--- config.mk ---
export PLATFORM = sky130hd
export DESIGN_NAME = tt2_timer
export DESIGN_NICKNAME = d
export VERILOG_FILES = /design/src/rtl/tt2_edge_sync.v /design/src/rtl/tt2_timer.v
export VERILOG_INCLUDE_DIRS = /design/src /design/src/shared
export SDC_FILE = /design/constraint.sdc
export NUM_CORES = 1
export LEC_CHECK = 0
export ABC_AREA = 0
export BUFFER_PORTS_ARGS = -buffer_cell sky130_fd_sc_hd__buf_4
export CORE_ASPECT_RATIO = 1.75
export CORE_MARGIN = 2
export CORE_UTILIZATION = 36
export CTS_BUF_LIST = sky130_fd_sc_hd__clkbuf_16
export DETAILED_ROUTE_END_ITERATION = 16
export PLACE_DENSITY_LB_ADDON = 0.3
export REMOVE_ABC_BUFFERS = 1
export SETUP_SLACK_MARGIN = 0.1
export SLEW_MARGIN = 20
export SYNTH_ARGS = -nofsm -noshare
export SYNTH_HDL_FRONTEND = slang
export SYNTH_HIERARCHICAL = 1
export SYNTH_SLANG_ARGS = --single-unit
export TNS_END_PERCENT = 50
--- constraint.sdc ---
create_clock -name clk_i -period 2.3 [get_ports clk_i]
set_input_delay 0.69 -clock clk_i [delete_from_list [all_inputs] [get_ports clk_i]]
set_output_delay 0.69 -clock clk_i [all_outputs]
set_load 0.1 [all_outputs]
--- src/shared/tt2_map.vh ---
`ifndef TT2_MAP_VH
`define TT2_MAP_VH
// ==========================================
// register byte addresses (byte index = offset, not all word aligned)
`define TT2_ADR_CTRL 8'hC8
`define TT2_ADR_RCL 8'hCA
`define TT2_ADR_RCH 8'hCB
`define TT2_ADR_CNTL 8'hCC
`define TT2_ADR_CNTH 8'hCD
`define TT2_ADR_IRQ_STAT 8'hD0
`define TT2_ADR_IRQ_MASK 8'hD4
// ==========================================
// control register fields
`define TT2_B_OVF 7
`define TT2_B_EXF 6
`define TT2_B_RXCLK 5
`define TT2_B_TXCLK 4
`define TT2_B_PINEN 3
`define TT2_B_RUN 2
`define TT2_B_CTSEL 1
`define TT2_B_CAPSEL 0
// ==========================================
// interrupt status fields
`define TT2_I_OVF 0
`define TT2_I_EXF 1
`define TT2_I_CAP 2
// ==========================================
// reset values
`define TT2_RST_CTRL 8'h00
`define TT2_RST_BYTE 8'h00
`define TT2_RST_IRQ 3'h0
// ==========================================
// timing: timer mode advances once per two system clocks
`define TT2_TIMER_DIV 1'h1
`endif

--- src/rtl/tt2_edge_sync.v ---
`timescale 1ns/1ps
// ==========================================
// three-stage synchroniser; falling and rising events once stages 2 and 3 agree
module tt2_edge_sync (
  input wire clk_i,
  input wire rst_i,
  input wire pin_i,
  output reg fall_o,
  output reg rise_o
);
  reg s1_reg;
  reg s2_reg;
  reg s3_reg;
  reg level_reg;

  always @(posedge clk_i)
  begin
    if (rst_i)
    begin
      s1_reg <= 1'b1;
      s2_reg <= 1'b1;
      s3_reg <= 1'b1;
      level_reg <= 1'b1;
      fall_o <= 1'b0;
      rise_o <= 1'b0;
    end
    else
    begin
      s1_reg <= pin_i;
      s2_reg <= s1_reg;
      s3_reg <= s2_reg;
      fall_o <= 1'b0;
      rise_o <= 1'b0;
      if (s2_reg == s3_reg && s3_reg != level_reg)
      begin
        level_reg <= s3_reg;
        fall_o <= ~s3_reg;
        rise_o <= s3_reg;
      end
    end
  end
endmodule // tt2_edge_sync

--- src/rtl/tt2_timer.v ---
// The Wishbone interface to the registers is this design's own decision.
`timescale 1ns/1ps
`include "tt2_map.vh"
// Contract
// - overflow sets flag unless UART clock bit set
// - enabled capture-pin fall sets external edge flag unless UART clock bit set
// - receive clock source selects this overflow
// - transmit clock source selects this overflow
// - pin enabled, UART bits clear: falls trigger
// - run bit starts and stops counting
// - timer mode counts every two clocks
// - counter mode counts pin or slow events
// - reload mode reloads on overflow, pin falls
// - capture mode captures count on pin falls
// - UART clock bits force overflow auto-reload
// - reload/capture bytes accessible, reset zero
// - count bytes readable, writable, reset zero
module tt2_timer (
  input wire clk_i,
  input wire rst_i,
  input wire cyc_i,
  input wire stb_i,
  input wire we_i,
  input wire [7:0] adr_i,
  input wire [3:0] sel_i,
  input wire [31:0] dat_i,
  output reg [31:0] dat_o,
  output reg ack_o,
  input wire count_pin_i,
  input wire slow_clk_i,
  input wire slow_sel_i,
  input wire capture_pin_i,
  input wire timer1_ovf_i,
  output reg uart_rx_clk_o,
  output reg uart_tx_clk_o,
  output wire irq_o
);
  // ==========================================
  // registers
  reg overflow_flag_reg;
  reg external_edge_flag_reg;
  reg uart_rx_clock_source_reg;
  reg uart_tx_clock_source_reg;
  reg capture_pin_enable_reg;
  reg run_bit_reg;
  reg counter_timer_select_reg;
  reg capture_reload_select_reg;
  reg [7:0] reload_capture_low_reg;
  reg [7:0] reload_capture_high_reg;
  reg [7:0] count_low_reg;
  reg [7:0] count_high_reg;
  reg [2:0] irq_stat_reg;
  reg [2:0] irq_mask_reg;
  reg phase_reg;
  wire count_fall;
  wire slow_rise;
  wire cap_fall;
  wire [2:0] pin_bus = {capture_pin_i, slow_clk_i, count_pin_i};
  wire [2:0] fall_bus;
  wire [2:0] rise_bus;

  // ==========================================
  // pin synchronisers: bit 0 count pin, bit 1 slow clock, bit 2 capture pin
  genvar gi;
  generate
    for (gi = 0; gi < 3; gi = gi + 1)
    begin : g_sync
      tt2_edge_sync u_sync (
        .clk_i(clk_i),
        .rst_i(rst_i),
        .pin_i(pin_bus[gi]),
        .fall_o(fall_bus[gi]),
        .rise_o(rise_bus[gi])
      );
    end
  endgenerate

  assign count_fall = fall_bus[0];
  assign slow_rise = rise_bus[1];
  assign cap_fall = fall_bus[2];

  // ==========================================
  // bus decode
  // ack high blocks a second take of a request that is still held
  wire bus_req = cyc_i & stb_i & ~ack_o;
  wire bus_wr = bus_req & we_i & sel_i[0];
  wire bus_rd = bus_req & ~we_i;
  wire wr_ctrl = bus_wr & (adr_i == `TT2_ADR_CTRL);
  wire wr_rcl = bus_wr & (adr_i == `TT2_ADR_RCL);
  wire wr_rch = bus_wr & (adr_i == `TT2_ADR_RCH);
  wire wr_cntl = bus_wr & (adr_i == `TT2_ADR_CNTL);
  wire wr_cnth = bus_wr & (adr_i == `TT2_ADR_CNTH);
  wire wr_mask = bus_wr & (adr_i == `TT2_ADR_IRQ_MASK);
  wire rd_stat = bus_rd & (adr_i == `TT2_ADR_IRQ_STAT);

  // ==========================================
  // counting
  wire uart_mode = uart_rx_clock_source_reg | uart_tx_clock_source_reg;
  wire slow_event = slow_sel_i ? slow_rise : count_fall;
  wire tick = run_bit_reg & (counter_timer_select_reg ? slow_event : phase_reg);
  wire [15:0] count = {count_high_reg, count_low_reg};
  wire [15:0] reload = {reload_capture_high_reg, reload_capture_low_reg};
  wire [15:0] count_inc = count + 16'h0001;
  wire overflow = tick & (count == 16'hFFFF);
  // pin events are ignored while the uart owns the overflow
  wire pin_trig = capture_pin_enable_reg & ~uart_mode & cap_fall;
  wire capture_mode = capture_reload_select_reg & ~uart_mode;
  wire do_capture = pin_trig & capture_mode;
  wire do_reload = (overflow & ~capture_mode) | (pin_trig & ~capture_mode);
  reg [15:0] count_next;
  reg phase_next;

  always @*
  begin
    count_next = count;
    if (do_reload)
      count_next = reload;
    else if (tick)
      count_next = count_inc;
    // a software byte write wins over counting and reload
    if (wr_cntl)
      count_next[7:0] = dat_i[7:0];
    if (wr_cnth)
      count_next[15:8] = dat_i[7:0];
  end

  always @*
  begin
    phase_next = phase_reg;
    // phase only moves while running, so a stop keeps the alignment
    if (run_bit_reg)
      phase_next = phase_reg ^ `TT2_TIMER_DIV;
  end

  always @(posedge clk_i)
  begin
    if (rst_i)
    begin
      phase_reg <= 1'b0;
      count_low_reg <= `TT2_RST_BYTE;
      count_high_reg <= `TT2_RST_BYTE;
    end
    else
    begin
      phase_reg <= phase_next;
      count_low_reg <= count_next[7:0];
      count_high_reg <= count_next[15:8];
    end
  end

  // ==========================================
  // control register next values
  reg overflow_flag_next;
  reg external_edge_flag_next;
  reg uart_rx_clock_source_next;
  reg uart_tx_clock_source_next;
  reg capture_pin_enable_next;
  reg run_bit_next;
  reg counter_timer_select_next;
  reg capture_reload_select_next;

  always @*
  begin
    overflow_flag_next = overflow_flag_reg;
    external_edge_flag_next = external_edge_flag_reg;
    uart_rx_clock_source_next = uart_rx_clock_source_reg;
    uart_tx_clock_source_next = uart_tx_clock_source_reg;
    capture_pin_enable_next = capture_pin_enable_reg;
    run_bit_next = run_bit_reg;
    counter_timer_select_next = counter_timer_select_reg;
    capture_reload_select_next = capture_reload_select_reg;
    if (wr_ctrl)
    begin
      overflow_flag_next = dat_i[`TT2_B_OVF];
      external_edge_flag_next = dat_i[`TT2_B_EXF];
      uart_rx_clock_source_next = dat_i[`TT2_B_RXCLK];
      uart_tx_clock_source_next = dat_i[`TT2_B_TXCLK];
      capture_pin_enable_next = dat_i[`TT2_B_PINEN];
      run_bit_next = dat_i[`TT2_B_RUN];
      counter_timer_select_next = dat_i[`TT2_B_CTSEL];
      capture_reload_select_next = dat_i[`TT2_B_CAPSEL];
    end
    // hardware set wins over a software write in the same cycle
    if (overflow & ~uart_mode)
      overflow_flag_next = 1'b1;
    if (pin_trig)
      external_edge_flag_next = 1'b1;
  end

  always @(posedge clk_i)
  begin
    if (rst_i)
    begin
      overflow_flag_reg <= 1'b0;
      external_edge_flag_reg <= 1'b0;
      uart_rx_clock_source_reg <= 1'b0;
      uart_tx_clock_source_reg <= 1'b0;
      capture_pin_enable_reg <= 1'b0;
      run_bit_reg <= 1'b0;
      counter_timer_select_reg <= 1'b0;
      capture_reload_select_reg <= 1'b0;
    end
    else
    begin
      overflow_flag_reg <= overflow_flag_next;
      external_edge_flag_reg <= external_edge_flag_next;
      uart_rx_clock_source_reg <= uart_rx_clock_source_next;
      uart_tx_clock_source_reg <= uart_tx_clock_source_next;
      capture_pin_enable_reg <= capture_pin_enable_next;
      run_bit_reg <= run_bit_next;
      counter_timer_select_reg <= counter_timer_select_next;
      capture_reload_select_reg <= capture_reload_select_next;
    end
  end

  // ==========================================
  // reload/capture bytes
  reg [7:0] reload_capture_low_next;
  reg [7:0] reload_capture_high_next;

  always @*
  begin
    reload_capture_low_next = reload_capture_low_reg;
    reload_capture_high_next = reload_capture_high_reg;
    if (wr_rcl)
      reload_capture_low_next = dat_i[7:0];
    if (wr_rch)
      reload_capture_high_next = dat_i[7:0];
    // a capture wins over a software write in the same cycle
    if (do_capture)
    begin
      reload_capture_low_next = count_low_reg;
      reload_capture_high_next = count_high_reg;
    end
  end

  always @(posedge clk_i)
  begin
    if (rst_i)
    begin
      reload_capture_low_reg <= `TT2_RST_BYTE;
      reload_capture_high_reg <= `TT2_RST_BYTE;
    end
    else
    begin
      reload_capture_low_reg <= reload_capture_low_next;
      reload_capture_high_reg <= reload_capture_high_next;
    end
  end

  // ==========================================
  // uart bit clocks
  reg uart_rx_next;
  reg uart_tx_next;

  always @*
  begin
    uart_rx_next = timer1_ovf_i;
    uart_tx_next = timer1_ovf_i;
    if (uart_rx_clock_source_reg)
      uart_rx_next = overflow;
    if (uart_tx_clock_source_reg)
      uart_tx_next = overflow;
  end

  always @(posedge clk_i)
  begin
    if (rst_i)
    begin
      uart_rx_clk_o <= 1'b0;
      uart_tx_clk_o <= 1'b0;
    end
    else
    begin
      uart_rx_clk_o <= uart_rx_next;
      uart_tx_clk_o <= uart_tx_next;
    end
  end

  // ==========================================
  // interrupts: sticky status cleared by read, set wins
  wire [2:0] irq_set = {do_capture, pin_trig, overflow & ~uart_mode};
  reg [2:0] irq_stat_next;

  always @*
  begin
    irq_stat_next = irq_stat_reg;
    // a read clears, an event in the same cycle still sets
    if (rd_stat)
      irq_stat_next = 3'h0;
    irq_stat_next = irq_stat_next | irq_set;
  end

  always @(posedge clk_i)
  begin
    if (rst_i)
    begin
      irq_stat_reg <= `TT2_RST_IRQ;
      irq_mask_reg <= `TT2_RST_IRQ;
    end
    else
    begin
      irq_stat_reg <= irq_stat_next;
      if (wr_mask)
        irq_mask_reg <= dat_i[2:0];
    end
  end

  assign irq_o = |(irq_stat_reg & irq_mask_reg);

  // ==========================================
  // read data select
  reg [31:0] rd_data_next;

  always @*
  begin
    rd_data_next = 32'h00000000;
    case (adr_i)
      `TT2_ADR_CTRL: rd_data_next = {24'h000000, overflow_flag_reg, external_edge_flag_reg,
        uart_rx_clock_source_reg, uart_tx_clock_source_reg, capture_pin_enable_reg,
        run_bit_reg, counter_timer_select_reg, capture_reload_select_reg};
      `TT2_ADR_RCL: rd_data_next = {24'h000000, reload_capture_low_reg};
      `TT2_ADR_RCH: rd_data_next = {24'h000000, reload_capture_high_reg};
      `TT2_ADR_CNTL: rd_data_next = {24'h000000, count_low_reg};
      `TT2_ADR_CNTH: rd_data_next = {24'h000000, count_high_reg};
      `TT2_ADR_IRQ_STAT: rd_data_next = {29'h00000000, irq_stat_reg};
      `TT2_ADR_IRQ_MASK: rd_data_next = {29'h00000000, irq_mask_reg};
      default: rd_data_next = 32'h00000000;
    endcase
  end

  // ==========================================
  // bus answer: one wait state, registered data
  always @(posedge clk_i)
  begin
    if (rst_i)
      ack_o <= 1'b0;
    else
      ack_o <= bus_req;
  end

  always @(posedge clk_i)
  begin
    if (rst_i)
      dat_o <= 32'h00000000;
    else if (bus_rd)
      dat_o <= rd_data_next;
  end
endmodule // tt2_timer

==> run summary, run 1 <==
Status = finished clean
Seq pwr share = 40.0%
Row cnt = 50
Initial antenna violation count = 0
DR pass1 iterations = 5
Setup Fix Bufs, Post-CTS = 0
GRT Total Usage = 20.5%
DRT iter0 DRCs = 305
Vias/cell = 5.57
CP Buf/Inv Count = 0
Core Area = 10800 um2
Switch share = 25.1%
ANT nets after route = 0
Total Power = 3.20 mW
Post-Syn Instances = 460
CP arrival = 2330 ps
Clock share of power = 49.3%
FMAX = 475 MHz
DRT Wirelength = 12000 um
Layout cells sized above 1 = 24.4%
Worst Path Class, Setup = register to register
Max-slew violations = 0
DIE AREA = 12000 um2
P_int = 2.40 mW
Clock root buffer = clkbuf_16
GP Congestion = 0.931
Synthesis Warnings = 6
Slowest stage cell, crit path = dfxtp_1
Post-route clock period utilization = 91.5%
WL per Instance = 18.2 um
Most frequent cells in the layout = 82 x buf_4, 73 x dfxtp_1, 47 x nor2_1
Clk buf depth = 2
# clock sinks = 73
Final Util = 46.0%
Vias in the first global route = 3726
Grt total ovfl = 0
VDD IR max = 0.616 mV
First-pass GRT wire length = 19000 um
CP max stage delay = 340 ps
Min Tclk post-route = 2110 ps
Max FO, Critical Path = 3
TritonCTS clock tree = built
Worst Skew = 4.75 ps
Sw power = 803 uW
Clock Latency Late Sink = 330 ps
Power share of the combinational group = 10.8%
Footprint of the multi-input gates = 2280 um2
Final Net Count = 582
Mapped Avg Cell Area = 8.66 um2
P&R area growth vs syn = 24.2%
CP startpoint kind = register
Final Hold Fails = 0
# IOs = 90
Layout filler cell count = 1077
Dpl hpwl = 9170 um
# diodes = 0
Most common cell after layout, fill and taps aside = buf_4
Critical-path cell list = ha_1 -> nand3_1 -> nor3_4 -> nand4_1 -> a21oi_1 -> nor2_1 -> a221o_1
Number of H-tree levels = 3
Pleak = 2.11 nW
I/O Buffers = 38
WP data required = 2520 ps
Pin count of the biggest net entering global routing = 76
Clock buffer count from CTS = 9
DR vias = 3689
Die height = 143 um
Worst hold path class = register to register
Cell area after synthesis = 3980 um2
Total of max-cap violations = 0
CP delay by family, top = simple AND/OR/NAND/NOR gates
Die X = 83.5 um
DRC Markers = 0
Starting Density = 37.0%
CP endpoint kind = register
PostCTS Resize Cnt = 0
P per Cell Area = 647 nW/um2
Final setup vio count = 0
Clock slew at reported path FFs = 60 ps
Seq. cell area = 1460 um2
RSZ-0062 raised after global routing = true
repair_timing:
item                                    4_1_cts  5_1_grt
endpoints found under the hold margin         0        0
hold buffers                                  0        0
endpoints found under the setup margin        0        2
per-stage QoR:
step / worst slack (ps) / area [um2] / hold WS (ps) / setup TNS [ps] / cells
finish: 194 / 4950 / 409 / 0 / 662
global route: 96.8 / 4950 / 429 / 0 / 662
CTS: 237 / 4950 / 410 / 0 / 662
detailed placement: -61.7 / 4610 / 390 / -217 / 646
global placement: -63.6 / 4610 / 389 / -163 / 646
floorplan: -674 / 3750 / 383 / -6830 / 430
worst reg2reg max path: stages (launching register included):
cell and delay (ps):
dfxtp_1 340, ha_1 240, nand3_1 190, nor3_4 220, nand4_1 190, a21oi_1 330
nor2_1 170, a221o_1 310
power by group through the flow:
stage / sequential [mW] / combinational, mW / clock (mW)
final: 1.28 / 0.344 / 1.58
after detailed placement: 1.31 / 0.342 / 0
after global routing: 1.28 / 0.356 / 1.65
after floorplan: 1.32 / 0.204 / 0
after global placement: 1.31 / 0.340 / 0
after CTS: 1.28 / 0.342 / 1.60
cell type report:
class | instances | share of cell area (%)
Inverter | 4 | 0.303
Timing Repair Buffer | 86 | 14.1
Clock buffer | 9 | 4.55
Tap cell | 130 | 3.29
Sequential cell | 73 | 29.5
Clock inverter | 7 | 2.23
Multi-Input combinational cell | 353 | 46.0
metal layers:
layer / track usage, % / wire [um] / vias to the layer above
met5: 0 / 0 / -
met2: 38.1 / 6520 / 126
met3: 2.95 / 458 / 45
met1: 19.9 / 4280 / 1756
met4: 16.2 / 761 / 0
li1: - / - / 1762
path summary, 6_finish.rpt:
path,startpoint,endpoint,slack [ps],depth (start not counted)
setup / recovery,count_low_reg[0],count_high_reg[7],190,7
hold / removal,g_sync[2].u_sync/s1_reg,g_sync[2].u_sync/s2_reg,410,1
setup reg to reg,count_low_reg[0],count_high_reg[7],190,7
hold reg to reg,g_sync[2].u_sync/s1_reg,g_sync[2].u_sync/s2_reg,410,1
Note: power is estimated with default switching activity, not from simulation.
==> inputs of run 2 (changes only) <==
--- a/config.mk
+++ b/config.mk
@@ -8,9 +8,10 @@
 export LEC_CHECK = 0
 export ABC_AREA = 0
 export BUFFER_PORTS_ARGS = -buffer_cell sky130_fd_sc_hd__buf_4
+export CAP_MARGIN = 20
 export CORE_ASPECT_RATIO = 1.75
 export CORE_MARGIN = 2
-export CORE_UTILIZATION = 36
+export CORE_UTILIZATION = 54
 export CTS_BUF_LIST = sky130_fd_sc_hd__clkbuf_16
 export DETAILED_ROUTE_END_ITERATION = 16
 export PLACE_DENSITY_LB_ADDON = 0.3
@@ -19,6 +20,5 @@
 export SLEW_MARGIN = 20
 export SYNTH_ARGS = -nofsm -noshare
 export SYNTH_HDL_FRONTEND = slang
-export SYNTH_HIERARCHICAL = 1
 export SYNTH_SLANG_ARGS = --single-unit
 export TNS_END_PERCENT = 50
==> run 2 against run 1 <==
Effect of this change:
- design area fell by 2.4%
- combinational power fell by 1%
- first-iteration DRC count fell by 3.9%
- via count rose by 0.73%
- sequential share of layout area rose by 0.73 points
- maximum frequency fell by 0.63%
- routed wire length fell by 6.8%
- critical path type is now input pin to register
- critical endpoint is now count_low_reg[5]
- highest routed layer unchanged
==> run summary, run 2 <==
Max FO, Critical Path = 8 (was 3)
ANT nets after route = 0 (unchanged)
Synth cell types = 51
CP Buf/Inv Count = 1 (was 0)
Final Hold Fails = 0 (unchanged)
GRT met2 Usage = 49.7% (was 38.1%)
CP endpoint kind = register (unchanged)
DRT iter0 DRCs = 293 (was 305)
Worst hold path class = register to register (unchanged)
Most common cell after layout, fill and taps aside = buf_4 (unchanged)
Dpl hpwl = 8360 um (was 9170 um)
Total of max-cap violations = 0 (unchanged)
Cell area after synthesis = 3930 um2 (was 3980 um2)
FMAX = 472 MHz (was 475 MHz)
Max-slew violations = 0 (unchanged)
P&R area growth vs syn = 22.9% (was 24.2%)
Layout cells sized above 1 = 22.0% (was 24.4%)
DRT Wirelength = 11200 um (was 12000 um)
Status = finished clean (unchanged)
GR met1 Demand/Resource = 33.0% (was 19.9%)
Mapped Avg Cell Area = 8.43 um2 (was 8.66 um2)
Vias in the first global route = 3582 (was 3726)
Leading area contributor after synthesis = dfxtp_1
Setup WS pre-CTS = -159 ps (was -61.7 ps)
Pin count of the biggest net entering global routing = 39 (was 76)
Clock Latency Late Sink = 340 ps (was 330 ps)
Critical-path cell list = buf_4 -> nand3b_4 -> or3_1 -> or3_1 -> and3_1 -> a21oi_1 -> o22ai_1 (was ha_1 -> nand3_1 -> nor3_4 -> nand4_1 -> a21oi_1 -> nor2_1 -> a221o_1)
Slowest stage cell, crit path = or3_1 (was dfxtp_1)
Post-Syn Instances = 466 (was 460)
Met3 usage = 6.50% (was 2.95%)
Clock root buffer = clkbuf_16 (unchanged)
DRC Markers = 0 (unchanged)
RSZ-0062 raised after global routing = false (was true)
Register area share after synthesis = 37.2%
Footprint of the multi-input gates = 2220 um2 (was 2280 um2)
Vias/cell = 5.96 (was 5.57)
Die X = 68.5 um (was 83.5 um)
Register bit total from synthesis = 73
Layout filler cell count = 616 (was 1077)
TritonCTS clock tree = built (unchanged)
R2r setup slk = 200 ps (was 190 ps)
Die height = 117 um (was 143 um)
Final setup vio count = 0 (unchanged)
WL per Instance = 18.0 um (was 18.2 um)
Setup Fix Bufs, Post-CTS = 0 (unchanged)
Final Net Count = 587 (was 582)
Min Tclk post-route = 2120 ps (was 2110 ps)
DR vias = 3716 (was 3689)
Largest cells by area after synthesis = dfxtp_1 37%, mux2i_1 12%, buf_4 4.8%, nor2_1 4.3%, nand2_1 4.0%
P per Cell Area = 646 nW/um2 (was 647 nW/um2)
Number of H-tree levels = 3 (unchanged)
Top_reg_cell synth = dfxtp_1
CP startpoint kind = input pin (was register)
GP Congestion = 1.02 (was 0.931)
Clk buf depth = 2 (unchanged)
WP data required = 2520 ps (about the same)
Slew margin rel. = 63.4%
Initial antenna violation count = 0 (unchanged)
Core Area = 7130 um2 (was 10800 um2)
CP max stage delay = 540 ps (was 340 ps)
Clock slew at reported path FFs = 50 ps (was 60 ps)
Synth top cells by count = 73 x dfxtp_1, 49 x mux2i_1, 45 x nor2_1
Count leader, synth = dfxtp_1
Synthesis Warnings = 0 (was 6)
DIE AREA = 8000 um2 (was 12000 um2)
Top Usage Layer GRT = met2 (unchanged)
Pleak = 1.96 nW (was 2.11 nW)
# IOs = 90 (unchanged)
EDFF count, synth = 0
I/O Buffers = 38 (unchanged)
DR pass1 iterations = 6 (was 5)
Worst Path Class, Setup = input pin to register (was register to register)
Seq. cell area = 1460 um2 (unchanged)
Most frequent cells in the layout = 82 x buf_4, 73 x dfxtp_1, 49 x mux2i_1 (was 82 x buf_4, 73 x dfxtp_1, 47 x nor2_1)
Final Util = 67.7% (was 46.0%)
Final WS setup = 181 ps (was 194 ps)
FFs w/ async S/R, synth = 0%
# clock sinks = 73 (unchanged)
Grt total ovfl = 0 (unchanged)
Starting Density = 55.1% (was 37.0%)
Cts hold-fix bufs = 0 (unchanged)
Placed insts = 607 (was 646)
Row cnt = 41 (was 50)
CP arrival = 2340 ps (was 2330 ps)
# diodes = 0 (unchanged)
Worst-Margin Slew = 547 ps
Clock buffer count from CTS = 9 (unchanged)
CP delay by family, top = simple AND/OR/NAND/NOR gates (unchanged)
First-pass GRT wire length = 17300 um (was 19000 um)
VDD IR max = 0.494 mV (was 0.616 mV)
Post-route clock period utilization = 92.1% (was 91.5%)
Worst Skew = 5.00 ps (was 4.75 ps)
GRT Total Usage = 30.0% (was 20.5%)
Layout Cells excl Fill = 623 (was 662)
Most frequent CP cell = or3_1
Yosys top cell area share = 37.2%
## run 2: cell count changes in the layout (fill, tap and decap cells not counted), moves of 7 or more
cell / change
mux2_2: -13
mux2i_1: +18
o21ai_0: +27
nor3_1: -9
nand3_1: -13
a21oi_1: +7
a311oi_1: -8
a22o_1: +8
a222oi_1: -8
or2_2: +9
a2bb2oi_1: -8
a22oi_1: -7
## run 2: cells by family after synthesis
logic type                 share of synthesized area [%]
and+or+nand+nor                                     20.1
AOI/OAI and AO/OA                                   17.9
DFF                                                 37.2
buffers and inverters                               8.47
muxes                                               12.5
xor gates and xnor gates                            3.34
adders and majority gates                          0.319
other                                             0.0955
## run 2: per-layer routing
metal | vias up | share of wire [%]
met5 | - | 0
met4 | 0 | 5.4
met3 | 50 | 5.8
met2 | 166 | 50
met1 | 1735 | 38
li1 | 1765 | -
## run 2: path summary, 6_finish.rpt
path / cells after the start / from / end
setup / recovery: 7 / adr_i[5] / count_low_reg[5]
hold / removal: 1 / g_sync[1].u_sync.s1_reg / g_sync[1].u_sync.s2_reg
setup reg to reg: 7 / count_low_reg[0] / count_high_reg[3]
hold reg to reg: 1 / g_sync[1].u_sync.s1_reg / g_sync[1].u_sync.s2_reg
## run 2: worst reg2reg max path: stages (launching register included)
cell and delay [ps]:
dfxtp_1 330, ha_1 230, nand4_1 190, nor2_1 310, a31o_2 220, nand2_1 90, nor3_2 470, a211o_1 220
## run 2: power by group
group	internal (mW)	switching, mW	total, mW
Combinational	0.0695	0.269	0.339
Clock	0.946	0.555	1.50
Sequential	1.27	0.00468	1.28
Total	2.29	0.829	3.12
## run 2: final cells by class
| cell class | count | share of cell area (%) |
|---|---|---|
| timing repair buffer | 86 | 14.4 |
| clock inverter | 7 | 1.97 |
| tap | 86 | 2.23 |
| multi-input combinational | 357 | 46.1 |
| clock buffer | 9 | 4.66 |
| inverter | 5 | 0.389 |
| sequential | 73 | 30.3 |
## run 2: stage by stage
step                setup TNS [ps]  hold WS [ps]  power, mW  cell area, um2
floorplan                     -160           389       1.53            3700
global placement             -2680           403       1.64            4500
detailed placement           -3020           399       1.64            4500
CTS                              0           417       3.13            4830
global route                     0           432       3.19            4830
finish                           0           416       3.12            4830
## run 2: what timing repair did
action / 4_1_cts / 5_1_grt
endpoints found under the hold margin: 0 / 0
resized for setup: 1 / 0
setup endpoints to repair: 5 / 0
==> inputs of run 3 (changes only) <==
--- a/config.mk
+++ b/config.mk
@@ -14,7 +14,7 @@
 export CORE_UTILIZATION = 54
 export CTS_BUF_LIST = sky130_fd_sc_hd__clkbuf_16
 export DETAILED_ROUTE_END_ITERATION = 16
-export PLACE_DENSITY_LB_ADDON = 0.3
+export PLACE_DENSITY_LB_ADDON = 0.1
 export REMOVE_ABC_BUFFERS = 1
 export SETUP_SLACK_MARGIN = 0.1
 export SLEW_MARGIN = 20
==> run 3 against run 2 <==
Effect of this change:
- core utilization shrank 0.89 points
- global-route usage decreased by 0.89 points
- maximum frequency down 1.6%
- design area is 1.3% lower
- register-to-register slack gained 40 ps
- final cell count down 0.64%
- worst hold slack worse by 5.9 ps
- critical path depth is the same
- via count barely moved
==> run summary, run 3 (synthesis results as in run 2) <==
CP arrival = 2370 ps (was 2340 ps)
Worst Skew = 7.11 ps (was 5.00 ps)
Worst-Margin Slew = 513 ps (was 547 ps)
Switch share = 27.2% (was 26.6%)
Max FO, Critical Path = 10 (was 8)
TNS Setup = 0 ps (unchanged)
P_int = 2.18 mW (was 2.29 mW)
Pin count of the biggest net entering global routing = 27 (was 39)
Final Util = 66.8% (was 67.7%)
Final setup vio count = 0 (unchanged)
GP Congestion = 0.955 (was 1.02)
Seq pwr share = 42.7% (was 41.0%)
# diodes = 0 (unchanged)
Layout filler cell count = 616 (unchanged)
Vias/cell = 6.00 (was 5.96)
TritonCTS clock tree = built (unchanged)
VDD IR max = 0.719 mV (was 0.494 mV)
Setup WS pre-CTS = -184 ps (was -159 ps)
# IOs = 90 (unchanged)
Total Power = 2.99 mW (was 3.12 mW)
Clock share of power = 46.2% (was 48.1%)
Row cnt = 41 (unchanged)
Cts hold-fix bufs = 0 (unchanged)
Number of H-tree levels = 3 (unchanged)
Status = finished clean (unchanged)
Total of max-cap violations = 0 (unchanged)
CP endpoint kind = register (unchanged)
Core Area = 7130 um2 (unchanged)
Layout cells sized above 1 = 21.6% (was 22.0%)
Initial antenna violation count = 0 (unchanged)
I/O Buffers = 38 (unchanged)
WP data required = 2510 ps (was 2520 ps)
DRT iter0 DRCs = 367 (was 293)
Final Net Count = 583 (was 587)
Die X = 68.5 um (unchanged)
CP startpoint kind = input pin (unchanged)
Max-slew violations = 0 (unchanged)
Clock buffer count from CTS = 9 (unchanged)
GRT Total Usage = 29.2% (was 30.0%)
FMAX = 464 MHz (was 472 MHz)
Final WS setup = 146 ps (was 181 ps)
DRT Wirelength = 10900 um (was 11200 um)
Min Tclk post-route = 2150 ps (was 2120 ps)
DRC Markers = 0 (unchanged)
First-pass GRT wire length = 17000 um (was 17300 um)
Grt total ovfl = 0 (unchanged)
P per Cell Area = 628 nW/um2 (was 646 nW/um2)
# clock sinks = 73 (unchanged)
Most frequent cells in the layout = 79 x buf_4, 73 x dfxtp_1, 49 x mux2i_1 (was 82 x buf_4, 73 x dfxtp_1, 49 x mux2i_1)
Clock slew at reported path FFs = 60 ps (was 50 ps)
Die height = 117 um (unchanged)
Worst hold path class = register to register (unchanged)
Worst Path Class, Setup = input pin to register (unchanged)
DR pass1 iterations = 5 (was 6)
Final Hold Fails = 0 (unchanged)
ANT nets after route = 0 (unchanged)
Vias in the first global route = 3488 (was 3582)
RSZ-0062 raised after global routing = true (was false)
P&R area growth vs syn = 21.3% (was 22.9%)
Pleak = 1.94 nW (was 1.96 nW)
Clk buf depth = 2 (unchanged)
DIE AREA = 8000 um2 (unchanged)
Most common cell after layout, fill and taps aside = buf_4 (unchanged)
Clock Latency Late Sink = 340 ps (about the same)
Starting Density = 55.1% (unchanged)
Post-route clock period utilization = 93.7% (was 92.1%)
Dpl hpwl = 8100 um (was 8360 um)
Sw power = 814 uW (was 829 uW)
DR vias = 3717 (was 3716)
Slew margin rel. = 65.7% (was 63.4%)
Clock root buffer = clkbuf_16 (unchanged)
WL per Instance = 17.6 um (was 18.0 um)
Post-Route Hold Slack = 411 ps (was 416 ps)
Power share of the combinational group = 11.1% (was 10.9%)
-- run 3: cell count changes in the layout (fill, tap and decap cells not counted), sizes merged --
cell	change
bufinv	-1
inv	+2
clkinvlp	-1
buf	-4
-- run 3: repair_timing --
action	4_1_cts	5_1_grt
gates resized for setup	0	2
hold endpoints to repair	0	0
setup buffers	0	0
endpoints found under the setup margin	0	7
-- run 3: metal layers --
metal | GRT usage [%] | vias to the layer above | part of all wire (%)
li1 | - | 1755 | -
met1 | 33.3 | 1733 | 37
met2 | 47.2 | 186 | 51
met3 | 6.69 | 43 | 6.5
met4 | 19.3 | 0 | 5.4
met5 | 0 | - | 0
-- run 3: through the flow --
step / std cells / instance area [um2]
floorplan: 435 / 3700
global placement: 603 / 4460
detailed placement: 603 / 4460
CTS: 619 / 4760
global route: 619 / 4760
finish: 619 / 4760
-- run 3: final timing paths --
kind	from	end	slack [ps]	cells after the start
setup / recovery	adr_i[5]	count_low_reg[4]	150	7
hold / removal	g_sync[0].u_sync.s1_reg	g_sync[0].u_sync.s2_reg	410	1
hold reg to reg	g_sync[0].u_sync.s1_reg	g_sync[0].u_sync.s2_reg	410	1
setup reg to reg	ack_o	count_low_reg[4]	240	6
-- run 3: power by group through the flow --
stage,registers (mW),clock network (mW),logic (mW)
2_1_floorplan,1.32,0,0.206
3_3_place_gp,1.31,0,0.327
3_5_place_dp,1.31,0,0.329
4_1_cts,1.28,1.41,0.330
5_1_grt,1.28,1.45,0.346
6_report,1.28,1.38,0.332
-- run 3: layout make-up --
type / instances / area [um2] / share of cell area, %
clock buffer: 9 / 225 / 4.73
clock inverter: 7 / 71.3 / 1.50
inverter: 5 / 18.8 / 0.394
multi-input combinational: 357 / 2230 / 46.7
sequential: 73 / 1460 / 30.7
tap: 86 / 108 / 2.26
timing repair buffer: 82 / 653 / 13.7
-- run 3: critical path, stage by stage --
cell	delay [ps]
buf_4	110
nand3b_4	160
or3_1	370
or3_1	560
and3_1	270
a21oi_1	120
o32ai_1	90
